$ cat src/ebi_pkg.sv
// Behaviour
// - Three chip selects, one per external area, asserted independently.
// - Separate address and data pins; a bus cycle lasts at least two bus clocks.
// - Each chip-select area has an 8-bit or 16-bit data width.
// - Each area inserts zero to seven programmed data wait states.
// - External wait input stretches the bus cycle while asserted.
// - Internal accesses leave strobes inactive and data pins undriven.
// - A write to the internal ROM range runs as an external write.
// - Blocks of 2 MB, 2 MB and 4 MB each carry their own settings.
// - Each area decodes 512 KB; the rest of its block aliases onto it.
// - Input-mode pins: writes update the latch, reads return the pin.
// - Bit operations read a byte, modify one bit, write the byte back.
// - Data pin mode bit set makes the pin a bus data line.
// - External wait is sampled after the first bus state and waits.
// - A wait state is inserted when the count or the wait input asks.
// - Optional idle state after the second bus state of reads only.
package ebi_pkg;
  localparam int          ADDR_W    = 26;
  localparam int          PIN_A_W   = 19;
  localparam int          DATA_W    = 16;
  localparam int          PORT_W    = 16;
  localparam int          WAIT_W    = 3;
  localparam int          MIN_BUS_CLKS  = 2;
  localparam int          MCLK_PER_BCLK = 2;
  localparam logic [25:0] ROM_LIMIT = 26'h0100000;
  localparam logic [25:0] BLK1_BASE = 26'h0200000;
  localparam logic [25:0] BLK2_BASE = 26'h0400000;
  localparam logic [25:0] BLK_TOP   = 26'h0800000;
  localparam logic [1:0]  AREA_ROM  = 2'h3;
  localparam logic [1:0]  REG_LATCH = 2'h0;
  localparam logic [1:0]  REG_DIR   = 2'h1;
  localparam logic [1:0]  REG_MODE  = 2'h2;
  localparam logic [1:0]  REG_FUNC  = 2'h3;
  localparam logic [15:0] LATCH_RST = 16'h0000;
  localparam logic [15:0] DIR_RST   = 16'hffff;
  localparam logic [15:0] MODE_RST  = 16'h0000;
  localparam logic [15:0] FUNC_RST  = 16'h0000;
  typedef enum logic [2:0] {ST_IDLE, ST_T1, ST_TW, ST_T2, ST_TI} ebi_state_e;
endpackage

$ cat src/ebi_port_if.sv
`timescale 1ns/100ps
`default_nettype none
// Software access to one port and the register contents it exposes
interface ebi_port_if;
  logic        wr;
  logic        bit_op;
  logic [1:0]  regsel;
  logic        half;
  logic        wide;
  logic [2:0]  bitnum;
  logic        bitval;
  logic [15:0] wdata;
  logic [15:0] pin_in;
  logic [15:0] rdata;
  logic [15:0] latch;
  logic [15:0] dir;
  logic [15:0] mode;
  logic [15:0] func;
  modport ctl  (output wr, bit_op, regsel, half, wide, bitnum, bitval,
                wdata, pin_in, input rdata, latch, dir, mode, func);
  modport port (input wr, bit_op, regsel, half, wide, bitnum, bitval,
                wdata, pin_in, output rdata, latch, dir, mode, func);
endinterface
`default_nettype wire

$ cat src/ebi_sync.sv
`timescale 1ns/100ps
`default_nettype none
module ebi_sync #(
  parameter int WIDTH = 1
) (
  input  wire logic             clk,
  input  wire logic             rst_n,
  input  wire logic             ce,
  input  wire logic [WIDTH-1:0] d,
  output var  logic [WIDTH-1:0] q
);
  logic [WIDTH-1:0] s1_reg;
  logic [WIDTH-1:0] s1_next;
  logic [WIDTH-1:0] q_next;

  // Stage one feeds only stage two
  always_comb begin
    s1_next = ce ? d : s1_reg;
    q_next  = ce ? s1_reg : q;
  end

  always_ff @(posedge clk or negedge rst_n) begin
    if (!rst_n) begin
      s1_reg <= '0;
      q      <= '0;
    end else begin
      s1_reg <= s1_next;
      q      <= q_next;
    end
  end
endmodule // ebi_sync
`default_nettype wire

$ cat src/ebi_port.sv
`timescale 1ns/100ps
`default_nettype none
module ebi_port (
  input  wire logic clk,
  input  wire logic rst_n,
  input  wire logic ce,
  ebi_port_if.port  pif
);
  logic [3:0][15:0] r_reg;
  logic [3:0][15:0] r_next;
  logic [15:0]      rdata_reg;
  logic [15:0]      rdata_next;
  logic [15:0]      view;
  logic [15:0]      cur;
  logic [7:0]       b;

  // Input pins read as pin level, output pins as latch
  always_comb begin
    view = (r_reg[ebi_pkg::REG_LATCH] & ~r_reg[ebi_pkg::REG_DIR])
         | (pif.pin_in & r_reg[ebi_pkg::REG_DIR]);
    cur  = (pif.regsel == ebi_pkg::REG_LATCH) ? view : r_reg[pif.regsel];
    b    = pif.half ? cur[15:8] : cur[7:0];
    if (pif.bit_op) begin
      b[pif.bitnum] = pif.bitval;
    end else begin
      b = pif.wdata[7:0];
    end
    r_next     = r_reg;
    rdata_next = ce ? cur : rdata_reg;
    // Byte write-back can copy input levels into the latch
    if (ce && pif.wr) begin
      if (pif.wide && !pif.bit_op) begin
        r_next[pif.regsel] = pif.wdata;
      end else if (pif.half) begin
        r_next[pif.regsel][15:8] = b;
      end else begin
        r_next[pif.regsel][7:0] = b;
      end
    end
  end
  always_ff @(posedge clk or negedge rst_n) begin
    if (!rst_n) begin
      r_reg[0]  <= ebi_pkg::LATCH_RST;
      r_reg[1]  <= ebi_pkg::DIR_RST;
      r_reg[2]  <= ebi_pkg::MODE_RST;
      r_reg[3]  <= ebi_pkg::FUNC_RST;
      rdata_reg <= '0;
    end else begin
      r_reg     <= r_next;
      rdata_reg <= rdata_next;
    end
  end

  assign pif.rdata = rdata_reg;
  assign pif.latch = r_reg[0];
  assign pif.dir   = r_reg[1];
  assign pif.mode  = r_reg[2];
  assign pif.func  = r_reg[3];
endmodule // ebi_port
`default_nettype wire

$ cat src/ebi_top.sv
`timescale 1ns/100ps
`default_nettype none
module ebi_top (
  input  wire logic        MCLK,
  input  wire logic        RST_N,
  input  wire logic        CE,
  input  wire logic        REQ,
  input  wire logic        REQ_WR,
  input  wire logic        REQ_HALF,
  input  wire logic [25:0] REQ_ADDR,
  input  wire logic [15:0] REQ_WDATA,
  output var  logic        REQ_READY,
  output var  logic        REQ_DONE,
  output var  logic [15:0] REQ_RDATA,
  input  wire logic [2:0]  AREA_BUS16,
  input  wire logic [8:0]  AREA_WAITS,
  input  wire logic [2:0]  AREA_IDLE_EN,
  input  wire logic        CTRL_PIN_EN,
  input  wire logic        PORT_WR,
  input  wire logic        PORT_TGT_DL,
  input  wire logic        PORT_BIT,
  input  wire logic [1:0]  PORT_REG,
  input  wire logic        PORT_HALF,
  input  wire logic        PORT_WIDE,
  input  wire logic [2:0]  PORT_BITNUM,
  input  wire logic        PORT_BITVAL,
  input  wire logic [15:0] PORT_WDATA,
  output var  logic [15:0] PORT_RDATA,
  input  wire logic [15:0] P9_IN,
  output var  logic [15:0] P9_OUT,
  output var  logic [15:0] P9_OE,
  input  wire logic [15:0] DL_IN,
  output var  logic [15:0] DL_OUT,
  output var  logic [15:0] DL_OE,
  output var  logic [2:0]  ADDR_HI,
  output var  logic [2:0]  CS_N,
  output var  logic        WR_LO_N,
  output var  logic        WR_HI_N,
  output var  logic        RD_N,
  output var  logic        BUS_CLK,
  input  wire logic        WAIT_N
);
  ebi_port_if p9_if ();
  ebi_port_if dl_if ();

  logic [15:0] p9_s;
  logic [15:0] dl_s;
  logic        wait_s;

  ebi_pkg::ebi_state_e st_reg;
  ebi_pkg::ebi_state_e st_next;
  logic        bclk_reg;
  logic        bclk_next;
  logic        clk_out_reg;
  logic        clk_out_next;
  logic [18:0] addr_reg;
  logic [18:0] addr_next;
  logic [15:0] dout_reg;
  logic [15:0] dout_next;
  logic [15:0] rdata_reg;
  logic [15:0] rdata_next;
  logic [1:0]  area_reg;
  logic [1:0]  area_next;
  logic [2:0]  cnt_reg;
  logic [2:0]  cnt_next;
  logic        wr_reg;
  logic        wr_next;
  logic        lane_lo_reg;
  logic        lane_lo_next;
  logic        lane_hi_reg;
  logic        lane_hi_next;
  logic        idle_en_reg;
  logic        idle_en_next;
  logic        bus16_reg;
  logic        bus16_next;
  logic        done_reg;
  logic        done_next;
  logic [2:0]  cs_n_reg;
  logic [2:0]  cs_n_next;
  logic        wr_lo_n_reg;
  logic        wr_lo_n_next;
  logic        wr_hi_n_reg;
  logic        wr_hi_n_next;
  logic        rd_n_reg;
  logic        rd_n_next;
  logic        drive_reg;
  logic        drive_next;
  logic        tick;
  logic        take;
  logic        ext;
  logic [1:0]  area;
  logic        bus16;
  logic        active_next;

  // Pins from outside pass two flops before use; wait is inverted first
  // so the cleared flops read as no wait straight after reset
  ebi_sync #(.WIDTH(33)) u_sync (
    .clk   (MCLK),
    .rst_n (RST_N),
    .ce    (CE),
    .d     ({~WAIT_N, DL_IN, P9_IN}),
    .q     ({wait_s, dl_s, p9_s})
  );

  // Software port access steered to one of the two ports
  always_comb begin
    p9_if.wr     = PORT_WR && !PORT_TGT_DL;
    dl_if.wr     = PORT_WR && PORT_TGT_DL;
    p9_if.pin_in = p9_s;
    dl_if.pin_in = dl_s;
    {p9_if.bit_op, dl_if.bit_op} = {2{PORT_BIT}};
    {p9_if.regsel, dl_if.regsel} = {2{PORT_REG}};
    {p9_if.half, dl_if.half}     = {2{PORT_HALF}};
    {p9_if.wide, dl_if.wide}     = {2{PORT_WIDE}};
    {p9_if.bitnum, dl_if.bitnum} = {2{PORT_BITNUM}};
    {p9_if.bitval, dl_if.bitval} = {2{PORT_BITVAL}};
    {p9_if.wdata, dl_if.wdata}   = {2{PORT_WDATA}};
    PORT_RDATA = PORT_TGT_DL ? dl_if.rdata : p9_if.rdata;
  end

  ebi_port u_p9 (.clk(MCLK), .rst_n(RST_N), .ce(CE), .pif(p9_if.port));
  ebi_port u_dl (.clk(MCLK), .rst_n(RST_N), .ce(CE), .pif(dl_if.port));

  // Area decode; only the low 19 bits reach the pins, hence aliasing
  always_comb begin
    ext  = 1'b1;
    area = ebi_pkg::AREA_ROM;
    if (REQ_ADDR < ebi_pkg::ROM_LIMIT) begin
      ext = REQ_WR;
    end else if (REQ_ADDR < ebi_pkg::BLK1_BASE) begin
      area = 2'h0;
    end else if (REQ_ADDR < ebi_pkg::BLK2_BASE) begin
      area = 2'h1;
    end else if (REQ_ADDR < ebi_pkg::BLK_TOP) begin
      area = 2'h2;
    end else begin
      ext = 1'b0;
    end
  end
  // ROM-range writes borrow block zero settings
  assign bus16 = AREA_BUS16[(area == ebi_pkg::AREA_ROM) ? 2'h0 : area];

  assign tick      = bclk_reg;
  assign REQ_READY = (st_reg == ebi_pkg::ST_IDLE) && tick && CE;
  assign take      = REQ && REQ_READY;

  // Bus sequencer: one state per bus clock
  always_comb begin
    bclk_next    = CE ? ~bclk_reg : bclk_reg;
    st_next      = st_reg;
    addr_next    = addr_reg;
    dout_next    = dout_reg;
    rdata_next   = rdata_reg;
    area_next    = area_reg;
    cnt_next     = cnt_reg;
    wr_next      = wr_reg;
    lane_lo_next = lane_lo_reg;
    lane_hi_next = lane_hi_reg;
    idle_en_next = idle_en_reg;
    bus16_next   = bus16_reg;
    done_next    = CE ? 1'b0 : done_reg;
    if (CE && tick) begin
      case (st_reg)
        ebi_pkg::ST_IDLE: begin
          if (take && !ext) begin
            done_next = 1'b1;
          end else if (take) begin
            st_next   = ebi_pkg::ST_T1;
            addr_next = REQ_ADDR[18:0];
            area_next = area;
            wr_next   = REQ_WR;
            bus16_next = bus16;
            lane_lo_next = !bus16 || REQ_HALF || !REQ_ADDR[0];
            lane_hi_next = bus16 && (REQ_HALF || REQ_ADDR[0]);
            dout_next = REQ_HALF ? REQ_WDATA : {2{REQ_WDATA[7:0]}};
            cnt_next  = (area == ebi_pkg::AREA_ROM) ? AREA_WAITS[2:0]
                      : AREA_WAITS[area*3 +: 3];
            idle_en_next = AREA_IDLE_EN[(area == ebi_pkg::AREA_ROM)
                                        ? 2'h0 : area];
          end
        end
        ebi_pkg::ST_T1, ebi_pkg::ST_TW: begin
          if (st_reg == ebi_pkg::ST_TW && cnt_reg != 3'h0) begin
            cnt_next = cnt_reg - 3'h1;
          end
          if ((st_reg == ebi_pkg::ST_T1 && cnt_reg != 3'h0)
              || (st_reg == ebi_pkg::ST_TW && cnt_reg > 3'h1)
              || wait_s) begin
            st_next = ebi_pkg::ST_TW;
          end else begin
            st_next = ebi_pkg::ST_T2;
          end
        end
        ebi_pkg::ST_T2: begin
          done_next = 1'b1;
          if (!wr_reg) begin
            rdata_next = !bus16_reg ? {8'h00, dl_s[7:0]}
                       : (lane_lo_reg ? (lane_hi_reg ? dl_s
                       : {8'h00, dl_s[7:0]}) : {8'h00, dl_s[15:8]});
          end
          st_next = (!wr_reg && idle_en_reg) ? ebi_pkg::ST_TI
                  : ebi_pkg::ST_IDLE;
        end
        default: st_next = ebi_pkg::ST_IDLE;
      endcase
    end
  end

  // Strobes registered from the next state so the pins never glitch
  always_comb begin
    active_next  = (st_next == ebi_pkg::ST_T1) || (st_next == ebi_pkg::ST_TW)
                || (st_next == ebi_pkg::ST_T2);
    cs_n_next    = 3'h7;
    if (active_next && area_next != ebi_pkg::AREA_ROM) begin
      cs_n_next[area_next] = 1'b0;
    end
    rd_n_next    = !(active_next && !wr_next);
    wr_lo_n_next = !(active_next && wr_next && lane_lo_next);
    wr_hi_n_next = !(active_next && wr_next && lane_hi_next);
    drive_next   = active_next && wr_next;
    clk_out_next = bclk_next && CTRL_PIN_EN;
    if (!CTRL_PIN_EN) begin
      cs_n_next    = 3'h7;
      rd_n_next    = 1'b1;
      wr_lo_n_next = 1'b1;
      wr_hi_n_next = 1'b1;
    end
  end

  always_ff @(posedge MCLK or negedge RST_N) begin
    if (!RST_N) begin
      st_reg      <= ebi_pkg::ST_IDLE;
      bclk_reg    <= 1'b0;
      clk_out_reg <= 1'b0;
      addr_reg    <= '0;
      dout_reg    <= '0;
      rdata_reg   <= '0;
      area_reg    <= 2'h0;
      cnt_reg     <= 3'h0;
      wr_reg      <= 1'b0;
      lane_lo_reg <= 1'b0;
      lane_hi_reg <= 1'b0;
      idle_en_reg <= 1'b0;
      bus16_reg   <= 1'b0;
      done_reg    <= 1'b0;
      cs_n_reg    <= 3'h7;
      wr_lo_n_reg <= 1'b1;
      wr_hi_n_reg <= 1'b1;
      rd_n_reg    <= 1'b1;
      drive_reg   <= 1'b0;
    end else begin
      st_reg      <= st_next;
      bclk_reg    <= bclk_next;
      clk_out_reg <= clk_out_next;
      addr_reg    <= addr_next;
      dout_reg    <= dout_next;
      rdata_reg   <= rdata_next;
      area_reg    <= area_next;
      cnt_reg     <= cnt_next;
      wr_reg      <= wr_next;
      lane_lo_reg <= lane_lo_next;
      lane_hi_reg <= lane_hi_next;
      idle_en_reg <= idle_en_next;
      bus16_reg   <= bus16_next;
      done_reg    <= done_next;
      cs_n_reg    <= cs_n_next;
      wr_lo_n_reg <= wr_lo_n_next;
      wr_hi_n_reg <= wr_hi_n_next;
      rd_n_reg    <= rd_n_next;
      drive_reg   <= drive_next;
    end
  end

  // Pin multiplexing per bit; latch rewrite before output is software's job
  genvar j;
  generate
    for (j = 0; j < 16; j++) begin : g_pin
      logic a_fn;
      assign a_fn = p9_if.mode[j] && !p9_if.func[j];
      assign P9_OUT[j] = a_fn ? addr_reg[j] : p9_if.latch[j];
      assign P9_OE[j]  = a_fn || (!p9_if.mode[j] && !p9_if.dir[j]);
      assign DL_OUT[j] = dl_if.mode[j] ? dout_reg[j] : dl_if.latch[j];
      assign DL_OE[j]  = dl_if.mode[j] ? drive_reg
                       : !dl_if.dir[j];
    end
  endgenerate

  assign ADDR_HI   = CTRL_PIN_EN ? addr_reg[18:16] : 3'h0;
  assign CS_N      = cs_n_reg;
  assign WR_LO_N   = wr_lo_n_reg;
  assign WR_HI_N   = wr_hi_n_reg;
  assign RD_N      = rd_n_reg;
  assign BUS_CLK   = clk_out_reg;
  assign REQ_DONE  = done_reg;
  assign REQ_RDATA = rdata_reg;

  logic act;
  assign act = (st_reg != ebi_pkg::ST_IDLE) && (st_reg != ebi_pkg::ST_TI);
endmodule // ebi_top
`default_nettype wire

$ cat config.mk
export PLATFORM = sky130hd
export DESIGN_NAME = ebi_top
export DESIGN_NICKNAME = d
export VERILOG_FILES = /design/src/ebi_pkg.sv /design/src/ebi_port_if.sv /design/src/ebi_sync.sv /design/src/ebi_port.sv /design/src/ebi_top.sv
export SDC_FILE = /design/constraint.sdc
export NUM_CORES = 1
export LEC_CHECK = 0
export BUFFER_PORTS_ARGS = -buffer_cell sky130_fd_sc_hd__buf_2
export CORE_ASPECT_RATIO = 2
export CORE_MARGIN = 2
export CORE_UTILIZATION = 25
export CTS_BUF_LIST = sky130_fd_sc_hd__clkbuf_8
export DETAILED_ROUTE_END_ITERATION = 16
export REMOVE_ABC_BUFFERS = 1
export SYNTH_ARGS = -nofsm -noshare
export SYNTH_HDL_FRONTEND = slang
export SYNTH_HIERARCHICAL = 1
export SYNTH_SLANG_ARGS = --single-unit
$ cat constraint.sdc
create_clock -name MCLK -period 2.35 [get_ports MCLK]
set_input_delay 0.235 -clock MCLK [delete_from_list [all_inputs] [get_ports MCLK]]
set_output_delay 0.235 -clock MCLK [all_outputs]
set_load 0.01 [all_outputs]
==> results.md <==
- Cell Pwr Density: 762 nW/um2
- Required @ worst endpoint: 2.81 ns
- Slew margin rel.: 46.8%
- Critical path buffers and inverters: 0
- GR met3 Demand/Resource: 3.62%
- Initial DRC count: 784
- FFs w/ async S/R, synth: 100%
- Hold WS: 0.0630 ns
- Max Slew Vio Count: 0
- Endpoints failing hold: 0
- Hold crit path type: in2reg
- Critical Path End Type: flip-flop
- Skew final: 0.0245 ns
- Final worst path period share: 97.1%
- Placer Congestion: 0.898
- Root buffer cell: clkbuf_8
- Clk buf depth: 3
- Global-route wire length before repair: 78600 um
- Routed vias/inst: 4.82
- Most Crowded Layer GR: met2
- Critical path peak fanout: 4
- DRC: 0
- Starting Density: 25.1%
- Cells along the critical path: mux2_1 -> mux4_2 -> o211a_1 -> o31ai_4 -> o21ai_1
- DRT antenna net count: 0
- Static Leak: 9.17 nW
- Crit-path slowest cell: dfstp_2
- Post-Synthesis Cell Area: 15500 um2
- Mapped Cells: 1445
- Max Clk Rate: 438 MHz
- Vias in the first global route: 12700
- WL final: 51800 um
- CTS clock-pin slew for the worst setup and hold paths: 0.07 ns
- Synth Area per Inst: 10.7 um2
- HPWL after detailed placement: 39000 um
- GR Util met2: 23.7%
- Worst setup margin: 0.0674 ns
- EDFF count, synth: 0
- Max-cap violations: 0
- Worst Path Arrival: 2.75 ns
- TritonCTS clock tree: done
- RSZ-0062 raised after global routing: false
- Seq/Total Area, Yosys: 48.9%
- Library cells used by synthesis: 65
- Worst slew pin tran: 0.798 ns
- Initial antenna violation count: 6
- P&R area growth vs syn: 28.2%
- TritonCTS Buffers: 49
- Row Count: 129
- Yosys reg bits: 300
- Final setup violation count: 0
- TritonRoute pass-1 iters: 5
- GRT Util Overall: 15.9%
- Grt total ovfl: 0
- Largest net degree at the start of global routing: 73
- Minimum clock period: 2.28 ns
- Routed WL per cell: 19.6 um
- IO Port Bufs: 230
- Yosys warns: 6
- Worst vdd ir: 0.000473 V
- Final instance area: 19800 um2
- Crit path largest cell delay: 0.56 ns
- Top delay family on crit path: multiplexers
- Status: complete, no violations
- Die Y: 356 um
- I/O pin count: 232
- Kind of critical path: reg2reg
- Ys flop type: dfrtp_1
- Die Area: 64000 um2
- H-tree levels: 2
- Clock sink total: 300
- Share of post-route cells with drive strength above 1: 34.8%
- Place WS: 0.0261 ns
- Die width: 180 um
- Worst skew pair latency: 0.61 ns
- Met1 Usage GRT: 23.3%
- Worst setup SP type: flip-flop
- Dpl cell area: 18000 um2
- Core region area: 61500 um2
- Total number of vias: 12700
- Nets: 1937
[cell usage in the layout, fill, tap and decap left out, drive strengths merged, types with 5 or more instances in the layout]
| cell | count |
|---|---|
| o221ai | 10 |
| mux4 | 8 |
| o31ai | 20 |
| o211a | 6 |
| a211oi | 8 |
| a21oi | 39 |
| nand3 | 19 |
| nor2 | 38 |
| o21ai | 181 |
| and3 | 5 |
| a31oi | 6 |
| nand2 | 216 |
| o32ai | 5 |
| dlygate4sd3 | 75 |
| clkinv | 9 |
| clkbuf | 61 |
| nor2b | 16 |
| mux2 | 189 |
| a41oi | 6 |
| o22ai | 25 |
| and2 | 10 |
| o2bb2ai | 28 |
| a21o | 8 |
| dfrtp | 262 |
| nand2b | 34 |
| dfstp | 38 |
| inv | 62 |
| buf | 324 |
| mux2i | 81 |
[worst min-delay path: stages]
cell     delay, ns
buf_2         0.15
nor2_1        0.16
o31ai_1       0.09
[synthesized netlist by cell type (all sizes together), types with 3 or more instances]
master,number,share of area (%)
a221oi,4,0.31
nor2,38,0.95
mux4,8,1.2
mux2,189,15
a211oi,8,0.39
and2,10,0.40
a21oi,39,1.3
a31oi,6,0.24
o2bb2ai,28,1.6
or2,3,0.12
nand3b,3,0.15
nor2b,16,0.70
a41oi,6,0.34
o2111ai,4,0.23
nand3,19,0.61
nor3b,4,0.19
ha,4,0.32
dfrtp,262,42
o211a,6,0.39
mux2i,81,5.2
dfstp,38,6.5
o22ai,25,1.0
and3,5,0.20
inv,43,1.0
or3,3,0.12
o221ai,10,0.57
o21ai,181,5.9
o31ai,20,1.1
a32o,4,0.26
nand2b,34,1.4
nand2,216,5.2
buf,36,1.4
a21o,8,0.39
clkbuf,50,1.2
and3b,3,0.17
o32ai,5,0.28
[worst paths after layout]
kind / startpoint / end / slack (ns) / cells past startpoint
max in group asynchronous: RST_N / u_p9/pif.dir[7]$_DFFE_PN1P_ / 1.35 / 3
min in group asynchronous: RST_N / u_sync/s1_reg[17]$_DFFE_PN0P_ / 0.18 / 2
max reg2reg: u_dl/pif.dir[3]$_DFFE_PN1P_ / u_dl/pif.mode[11]$_DFFE_PN0P_ / 0.07 / 5
min reg2reg: REQ_RDATA[13]$_DFFE_PN0P_ / REQ_RDATA[13]$_DFFE_PN0P_ / 0.46 / 2
min: REQ_ADDR[22] / idle_en_reg$_DFFE_PN0P_ / 0.06 / 3
max: u_dl/pif.dir[3]$_DFFE_PN1P_ / u_dl/pif.mode[11]$_DFFE_PN0P_ / 0.07 / 5
[timing repair]
item                                    CTS  global route
gates resized for setup                   0             3
endpoints found under the setup margin    2             3
buffers inserted                          0             2
hold buffers                             75             0
hold endpoints to repair                136             0
[power by group]
part / switching, mW / leakage (nW) / internal (mW)
Sequential: 0.703 / 3.78 / 6.03
Combinational: 1.95 / 4.80 / 1.74
Clock: 2.23 / 0.590 / 2.46
Total: 4.87 / 9.17 / 10.2
[metal layers]
layer / share of wire [%] / up-vias
met3: 7.7 / 76
met1: 47 / 6191
met4: 1.9 / 10
met2: 43 / 511
li1: - / 5926
met5: 0.10 / -
[final cells by class]
cell class | instances | area, um2
timing repair buffer | 399 | 2750
fill | 6316 | 41700
tap | 786 | 983
antenna | 3 | 7.51
inverter | 45 | 173
clock inverter | 30 | 166
sequential | 300 | 7550
clock buffer | 61 | 840
multi-input combinational | 1014 | 7340
[logic make-up after synthesis]
kind of cell / Yosys count / share of synthesized area (%)
AO/OA/AOI/OAI: 367 / 15.0
adder cells (fa/ha/maj): 4 / 0.324
buffers and inverters: 131 / 3.70
flip-flops: 300 / 48.9
multiplexers: 278 / 21.1
AND/OR/NAND/NOR: 365 / 11.0
[stage by stage]
stage / setup TNS (ns) / power (mW) / cells / util (%)
floorplan: 0 / 8.60 / 1359 / -
global placement: 0 / 10.3 / 2467 / 29.3
detailed placement: 0 / 10.4 / 2467 / 29.3
CTS: -0.0155 / 15.3 / 2633 / 32.2
global route: 0 / 16.0 / 2636 / 32.2
finish: 0 / 15.1 / 2638 / 32.2
No activity file was read; power rests on OpenSTA's default activity.
